[config.mk]
export PLATFORM = sky130hd
export DESIGN_NAME = odp_output_driver_protection_control
export DESIGN_NICKNAME = d
export VERILOG_FILES = /design/src/core/odp_pkg.sv /design/src/core/odp_persist.sv /design/src/core/odp_output_driver_protection_control.sv
export SDC_FILE = /design/constraint.sdc
export NUM_CORES = 1
export LEC_CHECK = 0
export BUFFER_PORTS_ARGS = -buffer_cell sky130_fd_sc_hd__buf_4
export CAP_MARGIN = 20
export CORE_ASPECT_RATIO = 0.8
export CORE_MARGIN = 2
export CORE_UTILIZATION = 40
export CTS_CLUSTER_DIAMETER = 50
export DETAILED_ROUTE_END_ITERATION = 8
export PLACE_DENSITY = 0.52
export SLEW_MARGIN = 20
export SYNTH_ARGS = -nofsm -noshare
export SYNTH_HDL_FRONTEND = slang
export SYNTH_HIERARCHICAL = 1
export SYNTH_SLANG_ARGS = --single-unit
[constraint.sdc]
create_clock -name core_clk_in -period 7.7 [get_ports core_clk_in]
set_clock_uncertainty 0.1 [all_clocks]
set_input_delay 0.77 -clock core_clk_in [delete_from_list [all_inputs] [get_ports core_clk_in]]
set_output_delay 0.77 -clock core_clk_in [all_outputs]
set_load 0.05 [all_outputs]
[src/core/odp_pkg.sv]
// shared constants for the output driver protection control block
`default_nettype none

package odp_pkg;
  // clocking: 250 MHz core clock, 1 us tick
  localparam int CLK_PERIOD_NS = 4;
  localparam int TICK_NS       = 1000;
  localparam int TICK_CYC      = (TICK_NS + CLK_PERIOD_NS - 1) / CLK_PERIOD_NS;
  localparam int TMR_W         = 10;

  // channel counts
  localparam int NUM_OUT    = 11;
  localparam int NUM_BRIDGE = 6;
  localparam int NUM_DRV    = NUM_OUT + NUM_BRIDGE;
  localparam int NUM_PINS   = 3 + 2 * NUM_OUT + 4;

  // timing figures in microseconds
  localparam int WAKE_VALID_US          = 10;
  localparam int STANDBY_TIMEOUT_US     = 256;
  localparam int DRV_ENABLE_US          = 256;
  localparam int DIAG_FILTER_US         = 32;
  localparam int OPEN_LOAD_FILTER_US    = 1000;
  localparam int OVERCURRENT_FILTER_US  = 55;
  localparam int MONITOR_BLANK_US       = 64;
  localparam int PWM_MIN_OFF_US         = 256;
  localparam int CROSS_CURRENT_US       = 8;
  localparam int OCR_OFF_LOW_DUTY_US    = 400;
  localparam int OCR_OFF_HIGH_DUTY_US   = 165;

  // outputs 4, 7 and 9 follow the second pwm input
  localparam logic [NUM_OUT-1:0] PWM_B_MASK = 11'h290;

  // reset values
  localparam logic [1:0] MODE_RESET = 2'h0;

  typedef enum logic [1:0] {
    ODP_STANDBY = 2'h0,
    ODP_WAKE    = 2'h1,
    ODP_ACTIVE  = 2'h3
  } odp_mode_e;
endpackage : odp_pkg

`default_nettype wire

[src/core/odp_persist.sv]
// persistence filter: output rises once a condition held for a tick count
`default_nettype none

module odp_persist #(
  parameter int W = 10
) (
  // clock and reset
  input  wire logic         core_clk_in,
  input  wire logic         reset_in,
  // control
  input  wire logic         tick_in,
  input  wire logic         clear_in,
  input  wire logic         cond_in,
  input  wire logic [W-1:0] len_in,
  // result
  output logic              seen_out
);

  logic [W-1:0] cnt_r;

  if (W < 2)
  begin : g_chk
    $error("odp_persist width too small");
  end

  // one extra tick absorbs the partial first tick, so the hold is never short
  always_ff @(posedge core_clk_in)
  begin
    if (reset_in || clear_in || !cond_in)
      cnt_r <= '0;
    else if (tick_in && (cnt_r <= len_in))
      cnt_r <= cnt_r + W'(1);
  end

  always_ff @(posedge core_clk_in)
  begin
    if (reset_in || clear_in)
      seen_out <= 1'b0;
    else
      seen_out <= cond_in && (cnt_r > len_in);
  end

endmodule : odp_persist

`default_nettype wire

[src/core/odp_output_driver_protection_control.sv]
// mode sequencing, diagnostics and output gating of the load driver
`default_nettype none

module odp_output_driver_protection_control #(
  parameter logic [9:0] WAKE_VALID_US         = 10'(odp_pkg::WAKE_VALID_US),
  parameter logic [9:0] STANDBY_TIMEOUT_US    = 10'(odp_pkg::STANDBY_TIMEOUT_US),
  parameter logic [9:0] DRV_ENABLE_US         = 10'(odp_pkg::DRV_ENABLE_US),
  parameter logic [9:0] DIAG_FILTER_US        = 10'(odp_pkg::DIAG_FILTER_US),
  parameter logic [9:0] OPEN_LOAD_FILTER_US   = 10'(odp_pkg::OPEN_LOAD_FILTER_US),
  parameter logic [9:0] OVERCURRENT_FILTER_US = 10'(odp_pkg::OVERCURRENT_FILTER_US),
  parameter logic [9:0] MONITOR_BLANK_US      = 10'(odp_pkg::MONITOR_BLANK_US),
  parameter logic [9:0] PWM_MIN_OFF_US        = 10'(odp_pkg::PWM_MIN_OFF_US),
  parameter logic [9:0] CROSS_CURRENT_US      = 10'(odp_pkg::CROSS_CURRENT_US),
  parameter logic [9:0] OCR_OFF_LOW_DUTY_US   = 10'(odp_pkg::OCR_OFF_LOW_DUTY_US),
  parameter logic [9:0] OCR_OFF_HIGH_DUTY_US  = 10'(odp_pkg::OCR_OFF_HIGH_DUTY_US)
) (
  // clock and logic supply reset
  input  wire logic        core_clk_in,
  input  wire logic        reset_in,
  // pins from the host side, asynchronous
  input  wire logic        chip_select_low_in,
  input  wire logic        pwm_input_a_in,
  input  wire logic        monitor_pwm_b_pin_in,
  // control bits from the serial register file
  input  wire logic        enable_cmd_in,
  input  wire logic [10:0] drive_hs_in,
  input  wire logic [5:0]  drive_ls_in,
  input  wire logic [10:0] pwm_en_in,
  input  wire logic [10:0] ocr_en_in,
  input  wire logic        ocr_high_duty_in,
  input  wire logic        supply_rec_dis_in,
  input  wire logic [3:0]  monitor_sel_in,
  // status clear strobes from the serial register file
  input  wire logic [10:0] clr_oc_in,
  input  wire logic [10:0] clr_ol_in,
  input  wire logic        clr_tw_in,
  input  wire logic        clr_tsd_in,
  input  wire logic        clr_supply_in,
  // analog comparators, asynchronous
  input  wire logic [10:0] oc_det_in,
  input  wire logic [10:0] ol_det_in,
  input  wire logic        uv_det_in,
  input  wire logic        ov_det_in,
  input  wire logic        tw_det_in,
  input  wire logic        tsd_det_in,
  // mode and supply outputs
  output logic [1:0]       mode_out,
  output logic             txn_valid_out,
  output logic             charge_pump_on_out,
  output logic             stage_hiz_out,
  // power stage drive
  output logic [10:0]      hs_on_out,
  output logic [5:0]       ls_on_out,
  output logic [5:0]       fast_off_out,
  // current monitor pin
  output logic             current_image_output_out,
  output logic             monitor_pwm_b_oe_n_out,
  output logic             monitor_blank_out,
  // status flags
  output logic [10:0]      oc_flag_out,
  output logic [10:0]      ol_flag_out,
  output logic             uv_flag_out,
  output logic             ov_flag_out,
  output logic             tw_flag_out,
  output logic             tsd_flag_out
);

  localparam int NO = odp_pkg::NUM_OUT;
  localparam int NB = odp_pkg::NUM_BRIDGE;
  localparam int ND = odp_pkg::NUM_DRV;
  localparam int NP = odp_pkg::NUM_PINS;
  localparam int TW = odp_pkg::TMR_W;
  localparam logic [TW-1:0] OFF_SAT = PWM_MIN_OFF_US + TW'(1);

  if (CROSS_CURRENT_US >= PWM_MIN_OFF_US || WAKE_VALID_US >= STANDBY_TIMEOUT_US)
  begin : g_chk
    $error("odp timing parameters out of order");
  end

  ////////////////////////////////////////////////////////////////////////////
  // pin synchronisers and 1 us tick

  logic [NP-1:0] pin_meta_r;
  logic [NP-1:0] pin_s_r;
  logic          cs_s;
  logic          pwm_a_s;
  logic          pwm_b_s;
  logic [NO-1:0] oc_s;
  logic [NO-1:0] ol_s;
  logic          uv_s;
  logic          ov_s;
  logic          tw_s;
  logic          tsd_s;

  always_ff @(posedge core_clk_in)
  begin
    pin_meta_r <= {chip_select_low_in, pwm_input_a_in, monitor_pwm_b_pin_in, oc_det_in,
                   ol_det_in, uv_det_in, ov_det_in, tw_det_in, tsd_det_in};
    pin_s_r    <= pin_meta_r;
  end

  assign {cs_s, pwm_a_s, pwm_b_s, oc_s, ol_s, uv_s, ov_s, tw_s, tsd_s} = pin_s_r;

  logic [8:0] div_r;
  logic       tick_r;

  // all durations count this tick, not the core clock
  always_ff @(posedge core_clk_in)
  begin
    if (reset_in || div_r == 9'(odp_pkg::TICK_CYC - 1))
      div_r <= '0;
    else
      div_r <= div_r + 9'h1;
    tick_r <= !reset_in && (div_r == 9'(odp_pkg::TICK_CYC - 1));
  end

  ////////////////////////////////////////////////////////////////////////////
  // mode sequencing

  odp_pkg::odp_mode_e mode_r;
  logic [TW-1:0]      mode_tmr_r;
  logic [TW-1:0]      drv_tmr_r;
  logic               drv_en_r;
  logic               clear_all;

  // standby timeout wipes latched state just like the supply reset
  assign clear_all = reset_in ||
                     (mode_r == odp_pkg::ODP_WAKE && mode_tmr_r > STANDBY_TIMEOUT_US &&
                      !enable_cmd_in);

  always_ff @(posedge core_clk_in)
  begin
    if (reset_in)
      mode_r <= odp_pkg::odp_mode_e'(odp_pkg::MODE_RESET);
    else
      case (mode_r)
        // synced select pin is active low: a low level is a wake request
        odp_pkg::ODP_STANDBY:
          if (!cs_s)
            mode_r <= odp_pkg::ODP_WAKE;
        odp_pkg::ODP_WAKE:
          if (enable_cmd_in && txn_valid_out)
            mode_r <= odp_pkg::ODP_ACTIVE;
          else if (clear_all)
            mode_r <= odp_pkg::ODP_STANDBY;
        odp_pkg::ODP_ACTIVE:
          if (!enable_cmd_in)
            mode_r <= odp_pkg::ODP_WAKE;
        default:
          mode_r <= odp_pkg::ODP_STANDBY;
      endcase
  end

  always_ff @(posedge core_clk_in)
  begin
    if (reset_in || mode_r != odp_pkg::ODP_WAKE)
      mode_tmr_r <= '0;
    else if (tick_r && mode_tmr_r <= STANDBY_TIMEOUT_US)
      mode_tmr_r <= mode_tmr_r + TW'(1);
  end

  // transactions before the analog part settles are ignored
  always_ff @(posedge core_clk_in)
  begin
    if (reset_in)
      txn_valid_out <= 1'b0;
    else
      txn_valid_out <= (mode_r == odp_pkg::ODP_ACTIVE) ||
                       (mode_r == odp_pkg::ODP_WAKE && mode_tmr_r > WAKE_VALID_US);
  end

  // count starts when select returns high after enabling
  always_ff @(posedge core_clk_in)
  begin
    if (reset_in || mode_r != odp_pkg::ODP_ACTIVE)
      drv_tmr_r <= '0;
    else if (tick_r && (cs_s || drv_tmr_r != '0) && drv_tmr_r <= DRV_ENABLE_US)
      drv_tmr_r <= drv_tmr_r + TW'(1);
  end

  always_ff @(posedge core_clk_in)
  begin
    if (reset_in)
    begin
      drv_en_r           <= 1'b0;
      charge_pump_on_out <= 1'b0;
    end
    else
    begin
      drv_en_r           <= mode_r == odp_pkg::ODP_ACTIVE && drv_tmr_r > DRV_ENABLE_US;
      charge_pump_on_out <= mode_r == odp_pkg::ODP_ACTIVE;
    end
  end

  assign mode_out = mode_r;

  ////////////////////////////////////////////////////////////////////////////
  // global diagnostics: supply and temperature

  logic [3:0] glob_seen;
  logic       uv_hold;
  logic       ov_hold;
  logic       all_off;

  odp_persist #(.W(TW)) u_uv (.core_clk_in(core_clk_in), .reset_in(reset_in),
    .tick_in(tick_r), .clear_in(clear_all), .cond_in(uv_s), .len_in(DIAG_FILTER_US),
    .seen_out(glob_seen[0]));
  odp_persist #(.W(TW)) u_ov (.core_clk_in(core_clk_in), .reset_in(reset_in),
    .tick_in(tick_r), .clear_in(clear_all), .cond_in(ov_s), .len_in(DIAG_FILTER_US),
    .seen_out(glob_seen[1]));
  odp_persist #(.W(TW)) u_tw (.core_clk_in(core_clk_in), .reset_in(reset_in),
    .tick_in(tick_r), .clear_in(clear_all), .cond_in(tw_s), .len_in(DIAG_FILTER_US),
    .seen_out(glob_seen[2]));
  odp_persist #(.W(TW)) u_tsd (.core_clk_in(core_clk_in), .reset_in(reset_in),
    .tick_in(tick_r), .clear_in(clear_all), .cond_in(tsd_s), .len_in(DIAG_FILTER_US),
    .seen_out(glob_seen[3]));

  // set beats clear; temperature clears only once the comparator is quiet
  always_ff @(posedge core_clk_in)
  begin
    if (clear_all)
    begin
      uv_flag_out  <= 1'b0;
      ov_flag_out  <= 1'b0;
      tw_flag_out  <= 1'b0;
      tsd_flag_out <= 1'b0;
    end
    else
    begin
      uv_flag_out  <= glob_seen[0] || (uv_flag_out && !clr_supply_in);
      ov_flag_out  <= glob_seen[1] || (ov_flag_out && !clr_supply_in);
      tw_flag_out  <= glob_seen[2] || (tw_flag_out && !(clr_tw_in && !tw_s));
      tsd_flag_out <= glob_seen[3] || (tsd_flag_out && !(clr_tsd_in && !tsd_s));
    end
  end

  // with recovery disabled a flag keeps the stages off until cleared
  assign uv_hold = glob_seen[0] || (supply_rec_dis_in && uv_flag_out);
  assign ov_hold = glob_seen[1] || (supply_rec_dis_in && ov_flag_out);

  // warning and open load deliberately absent here
  assign all_off = !drv_en_r || tsd_flag_out || uv_hold || ov_hold;

  always_ff @(posedge core_clk_in)
  begin
    if (reset_in)
      stage_hiz_out <= 1'b1;
    else
      stage_hiz_out <= !drv_en_r || uv_hold || ov_hold;
  end

  ////////////////////////////////////////////////////////////////////////////
  // per output diagnostics and over-current recovery

  logic [NO-1:0] oc_seen;
  logic [NO-1:0] ol_seen;
  logic [NO-1:0] oc_block_r;
  logic [ND-1:0] on_r;
  logic [NO-1:0] out_on;

  assign out_on = on_r[NO-1:0] | {{(NO-NB){1'b0}}, on_r[ND-1:NO]};

  for (genvar o = 0; o < NO; o++)
  begin : g_out
    logic [TW-1:0] rec_tmr_r;
    logic [TW-1:0] rec_len;

    assign rec_len = ocr_high_duty_in ? OCR_OFF_HIGH_DUTY_US : OCR_OFF_LOW_DUTY_US;

    odp_persist #(.W(TW)) u_oc (.core_clk_in(core_clk_in), .reset_in(reset_in),
      .tick_in(tick_r), .clear_in(clear_all), .cond_in(oc_s[o]),
      .len_in(OVERCURRENT_FILTER_US), .seen_out(oc_seen[o]));
    odp_persist #(.W(TW)) u_ol (.core_clk_in(core_clk_in), .reset_in(reset_in),
      .tick_in(tick_r), .clear_in(clear_all), .cond_in(ol_s[o] && out_on[o]),
      .len_in(OPEN_LOAD_FILTER_US), .seen_out(ol_seen[o]));

    always_ff @(posedge core_clk_in)
    begin
      if (clear_all)
      begin
        oc_flag_out[o] <= 1'b0;
        ol_flag_out[o] <= 1'b0;
      end
      else
      begin
        oc_flag_out[o] <= oc_seen[o] || (oc_flag_out[o] && !clr_oc_in[o]);
        ol_flag_out[o] <= ol_seen[o] || (ol_flag_out[o] && !clr_ol_in[o]);
      end
    end

    always_ff @(posedge core_clk_in)
    begin
      if (clear_all)
      begin
        oc_block_r[o] <= 1'b0;
        rec_tmr_r     <= '0;
      end
      else if (oc_seen[o])
      begin
        oc_block_r[o] <= 1'b1;
        rec_tmr_r     <= '0;
      end
      else if (oc_block_r[o] && ocr_en_in[o])
      begin
        if (tick_r && rec_tmr_r > rec_len)
          oc_block_r[o] <= 1'b0;
        else if (tick_r)
          rec_tmr_r <= rec_tmr_r + TW'(1);
      end
      else if (oc_block_r[o] && !oc_flag_out[o])
        oc_block_r[o] <= 1'b0;
    end
  end

  ////////////////////////////////////////////////////////////////////////////
  // driver gating: pwm, minimum off time, cross-current delay

  logic [ND-1:0] base;
  logic [ND-1:0] on_nxt;
  logic [TW-1:0] off_cnt_r [ND];

  for (genvar d = 0; d < ND; d++)
  begin : g_drv
    localparam int O   = (d < NO) ? d : d - NO;
    localparam int OPP = (d < NB) ? d + NO : ((d >= NO) ? d - NO : d);
    localparam bit BRG = (d < NB) || (d >= NO);
    logic pwm_sig;
    logic ok_pwm;
    logic ok_x;

    assign pwm_sig = odp_pkg::PWM_B_MASK[O] ? pwm_b_s : pwm_a_s;
    assign base[d] = ((d < NO) ? drive_hs_in[O] : drive_ls_in[O]) &&
                     (!pwm_en_in[O] || pwm_sig) && !oc_block_r[O] && !all_off;
    // stops re-firing on the falling slope of a pwm edge
    assign ok_pwm  = !pwm_en_in[O] || on_r[d] || off_cnt_r[d] > PWM_MIN_OFF_US;
    // opposite side must be off for the full delay, never both requested
    assign ok_x    = !BRG || (!base[OPP] && !on_r[OPP] && off_cnt_r[OPP] > CROSS_CURRENT_US);
    assign on_nxt[d] = base[d] && ok_pwm && (on_r[d] || ok_x);

    always_ff @(posedge core_clk_in)
    begin
      if (reset_in)
      begin
        on_r[d]      <= 1'b0;
        off_cnt_r[d] <= OFF_SAT;
      end
      else
      begin
        on_r[d] <= on_nxt[d];
        if (on_r[d])
          off_cnt_r[d] <= '0;
        else if (tick_r && off_cnt_r[d] < OFF_SAT)
          off_cnt_r[d] <= off_cnt_r[d] + TW'(1);
      end
    end
  end

  // fast turn-off while the just-released side still decays
  for (genvar b = 0; b < NB; b++)
  begin : g_brg
    always_ff @(posedge core_clk_in)
    begin
      if (reset_in)
        fast_off_out[b] <= 1'b0;
      else
        fast_off_out[b] <= (on_nxt[b] && off_cnt_r[b+NO] < OFF_SAT) ||
                           (on_nxt[b+NO] && off_cnt_r[b] < OFF_SAT);
    end
  end

  assign hs_on_out = on_r[NO-1:0];
  assign ls_on_out = on_r[ND-1:NO];

  ////////////////////////////////////////////////////////////////////////////
  // current monitor mux and blanking

  logic [3:0]    mon_sel_r;
  logic          mon_on_d_r;
  logic          mon_on;
  logic          mon_valid;
  logic [TW-1:0] blank_tmr_r;

  // codes above the last output select nothing; pin stays undriven
  assign mon_valid = mon_sel_r < 4'(NO);
  assign mon_on    = mon_valid && on_r[mon_sel_r];

  always_ff @(posedge core_clk_in)
  begin
    if (reset_in)
    begin
      mon_sel_r   <= 4'hF;
      mon_on_d_r  <= 1'b0;
      blank_tmr_r <= '0;
    end
    else
    begin
      mon_sel_r  <= monitor_sel_in;
      mon_on_d_r <= mon_on;
      if (!mon_on || !mon_on_d_r || mon_sel_r != monitor_sel_in)
        blank_tmr_r <= '0;
      else if (tick_r && blank_tmr_r <= MONITOR_BLANK_US)
        blank_tmr_r <= blank_tmr_r + TW'(1);
    end
  end

  // pin is shared with pwm b: any pwm b user turns the image off
  always_ff @(posedge core_clk_in)
  begin
    if (reset_in)
    begin
      monitor_blank_out        <= 1'b1;
      current_image_output_out <= 1'b0;
      monitor_pwm_b_oe_n_out   <= 1'b1;
    end
    else
    begin
      monitor_blank_out        <= blank_tmr_r <= MONITOR_BLANK_US;
      current_image_output_out <= mon_on && blank_tmr_r > MONITOR_BLANK_US &&
                                  !(|(pwm_en_in & odp_pkg::PWM_B_MASK));
      monitor_pwm_b_oe_n_out   <= !(mon_on && blank_tmr_r > MONITOR_BLANK_US &&
                                    !(|(pwm_en_in & odp_pkg::PWM_B_MASK)));
    end
  end
endmodule : odp_output_driver_protection_control

`default_nettype wire

==> impl_metrics.json <==
{
  "status": "finished, final reports clean",
  "die_w_um": 381.3,
  "start_util_pct": 40.41,
  "rsz0062_at_grt": "false",
  "worstRegToRegCells": 10,
  "crit_type": "flop to flop",
  "hold_viol": 0,
  "drtIter0Drc": 2026,
  "layout_commonest_cell": "dfxtp_1",
  "clk_pin_slew_ns": 0.06,
  "synth_area_mm2": 0.04554,
  "nFillCells": 10756,
  "startpoint_type": "flop",
  "period_share_pct": 47.18,
  "vias_per_cell": 5.112,
  "hp-start": "oc_det_in[9]",
  "drt-total-wl_um": 108200,
  "r2r-start": "mode_tmr_r[0]",
  "drive_above_1_share_pct": 11.22,
  "worstPathRequired_ns": 8.22,
  "clock_latency_ns": 0.71,
  "dieArea_mm2": 0.1166,
  "htree_num_levels": 3,
  "pin_count": 159,
  "dpl.hpwl_um": 76950,
  "gp_congestion": 0.7942,
  "vias": 36115,
  "synth_edf_count": 170,
  "final-setup-viol-count": 0,
  "worstHoldPathCells": 1,
  "ys_async_sr_fraction_pct": 0,
  "fin_nets": 5972,
  "syn_area_per_cell_um2": 9.131,
  "placement.io_buffers": 158,
  "grt_pass1_vias": 33735,
  "final_cell_mix": "567 x dfxtp_1, 431 x inv_1, 415 x ha_1",
  "cts_setup_buffers": 0,
  "grt_pass1_wl_um": 177500,
  "pre_cts_ws_ns": 3.533,
  "drv_slew": 0,
  "cts_max_path_buffers": 3,
  "period_minus_slack_ns": 3.633,
  "crit_fanout": 38,
  "grt_overflow": 0,
  "routedWlPerCell_um": 15.32,
  "powerDensity_mw_per_mm2": 179.3,
  "route.detailed.drc": 0,
  "p_leak_nw": 20.83,
  "cts_tree": "yes",
  "slew-limit-headroom_pct": 28.65,
  "cts_inserted_buffers": 109,
  "ir_drop_v": 0.0001654,
  "maxCapViolCount": 0,
  "rows": 110,
  "max_freq_mhz": 275.2,
  "crit_path_end_kind": "flop",
  "drt_first_pass_iters": 5,
  "coreArea_mm2": 0.1127,
  "hold_end": "pin_meta_r[24]",
  "hp-class": "primary input to flop",
  "whs_ns": 0.07060,
  "final_core_util_pct": 47.19,
  "cts_root_buf": "clkbuf_16",
  "ys.flop_type": "dfxtp_1",
  "die_y_um": 305.8,
  "yosysWarnings": 6,
  "fin_ws_ns": 4.067,
  "tns_ns": 0,
  "r2r_end": "g_out[0].u_oc/cnt_r[4]",
  "tightest_slew_ns": 1.055,
  "antenna_found_initial": 6,
  "ys_ff_latch": 738,
  "r2r_slack_ns": 4.07,
  "grt_usage_pct": 18.46,
  "clock-sinks": 738,
  "synth_cell_types": 81,
  "synthToLayoutAreaGrowth_pct": 16.79,
  "grt_start_max_net_pins": 66,
  "antenna_left": 0,
  "syn-instance-count": 4988,
  "cp.arrival_ns": 4.15,
  "synth-seq-area-share_pct": 36.17
}
## area by class of cell
cell class                      instances  area, µm²  area share (%)
Multi-Input combinational cell       3997      28120           52.87
Sequential cell                       738      16480           30.98
Clock buffer                          138       3074           5.779
Tap cell                             1512       1892           3.557
Inverter                              431       1618           3.041
Timing Repair Buffer                  178       1359           2.555
Clock inverter                         69      640.6           1.204
Antenna cell                            2      5.005        0.009409
## layer usage
metal	global-route usage [%]	part of all wire [%]	up-vias
met4	5.865	3.0	4
met5	0	0.025	-
met2	27.06	41	457
met1	27.06	52	16677
li1	-	-	18813
met3	3.549	4.3	164
## critical path, stage by stage (launching register included)
cell and delay [ns]:
dfxtp_1 0.32, inv_1 0.09, ha_1 0.14, or3b_2 0.48, o211ai_1 0.30, nand2_4 0.48, buf_4 0.49, nor2_1 0.19
and2_0 0.66, nand2b_1 0.12, mux2i_1 0.15
## power breakdown
| group | switching, mW | leakage, nW | internal [mW] |
|---|---|---|---|
| Sequential | 0.0500 | 6.23 | 4.01 |
| Clock | 2.03 | 1.79 | 3.03 |
| Combinational | 0.259 | 12.8 | 0.160 |
| Total | 2.34 | 20.8 | 7.20 |
## synthesized netlist by cell type, types with 26 or more instances
library cell	instances	share of area (%)
dfxtp_1	568	25
inv_1	431	3.6
ha_1	415	11
a21oi_1	411	4.5
nand2_1	397	3.3
nand3_1	358	3.9
nor2_1	254	2.1
nand2b_1	253	3.5
mux2i_1	210	4.6
edfxtp_1	170	11
and3_1	138	1.9
or3_1	104	1.4
clkbuf_1	94	0.77
o21ai_0	91	1.0
xor2_1	79	1.5
nor3_1	70	0.77
o211ai_1	66	1.1
nand4_1	62	0.85
xnor2_1	54	1.0
o21a_1	49	0.81
o31ai_1	48	0.79
a21boi_2	46	1.1
nor2b_1	44	0.60
or4_1	40	0.66
a211o_1	29	0.56
a211oi_2	28	0.77
and2_1	28	0.38
o2111a_1	26	0.64
## cell families (layout without fill, tap and decap cells)
| group | after synthesis | after routing | synth area share (%) |
|---|---|---|---|
| adders and majority gates | 415 | 415 | 11.40 |
| other | 2 | 279 | 0.01649 |
| buffers and inverters | 528 | 816 | 4.374 |
| and+or+nand+nor | 1929 | 1929 | 23.83 |
| DFF | 738 | 738 | 36.17 |
| xor gates and xnor gates | 133 | 133 | 2.558 |
| AOI/OAI and AO/OA | 1031 | 1031 | 16.93 |
| muxes | 212 | 212 | 4.714 |
## per-stage QoR
step / cells / area (µm²) / power, mW
floorplan: 5263 / 46580 / 4.416
global placement: 6851 / 49420 / 4.553
detailed placement: 6852 / 49430 / 4.559
CTS: 7063 / 53190 / 9.701
global route: 7064 / 53190 / 9.925
finish: 7065 / 53190 / 9.538
## registers in the layout (all words and copies together) (netlist names), 29 cells and up
| signal | cells |
|---|---|
| pin_s_r | 29 |
| g_out.u_ol/cnt_r | 110 |
| g_out.rec_tmr_r | 110 |
| g_out.u_oc/cnt_r | 110 |
| off_cnt_r | 170 |
| pin_meta_r | 29 |
## how the worst max path moves through the flow
stage          slack, ns                      to             start
2_1_floorplan       2.76         off_cnt_r[6][0]            tick_r
3_3_place_gp        3.50           oc_block_r[4]  ocr_high_duty_in
3_5_place_dp        3.53           oc_block_r[7]  ocr_high_duty_in
4_1_cts             3.96  g_out[0].u_oc/cnt_r[4]     mode_tmr_r[0]
5_1_grt             3.67  g_out[0].u_oc/cnt_r[5]     mode_tmr_r[0]
6_report            4.07  g_out[0].u_oc/cnt_r[4]     mode_tmr_r[0]
## repair_timing
action,in CTS,in global routing
hold buffers,4,0
resized for setup,0,0
endpoints found under the hold margin,4,0
Power figures use the tool's default switching activity.
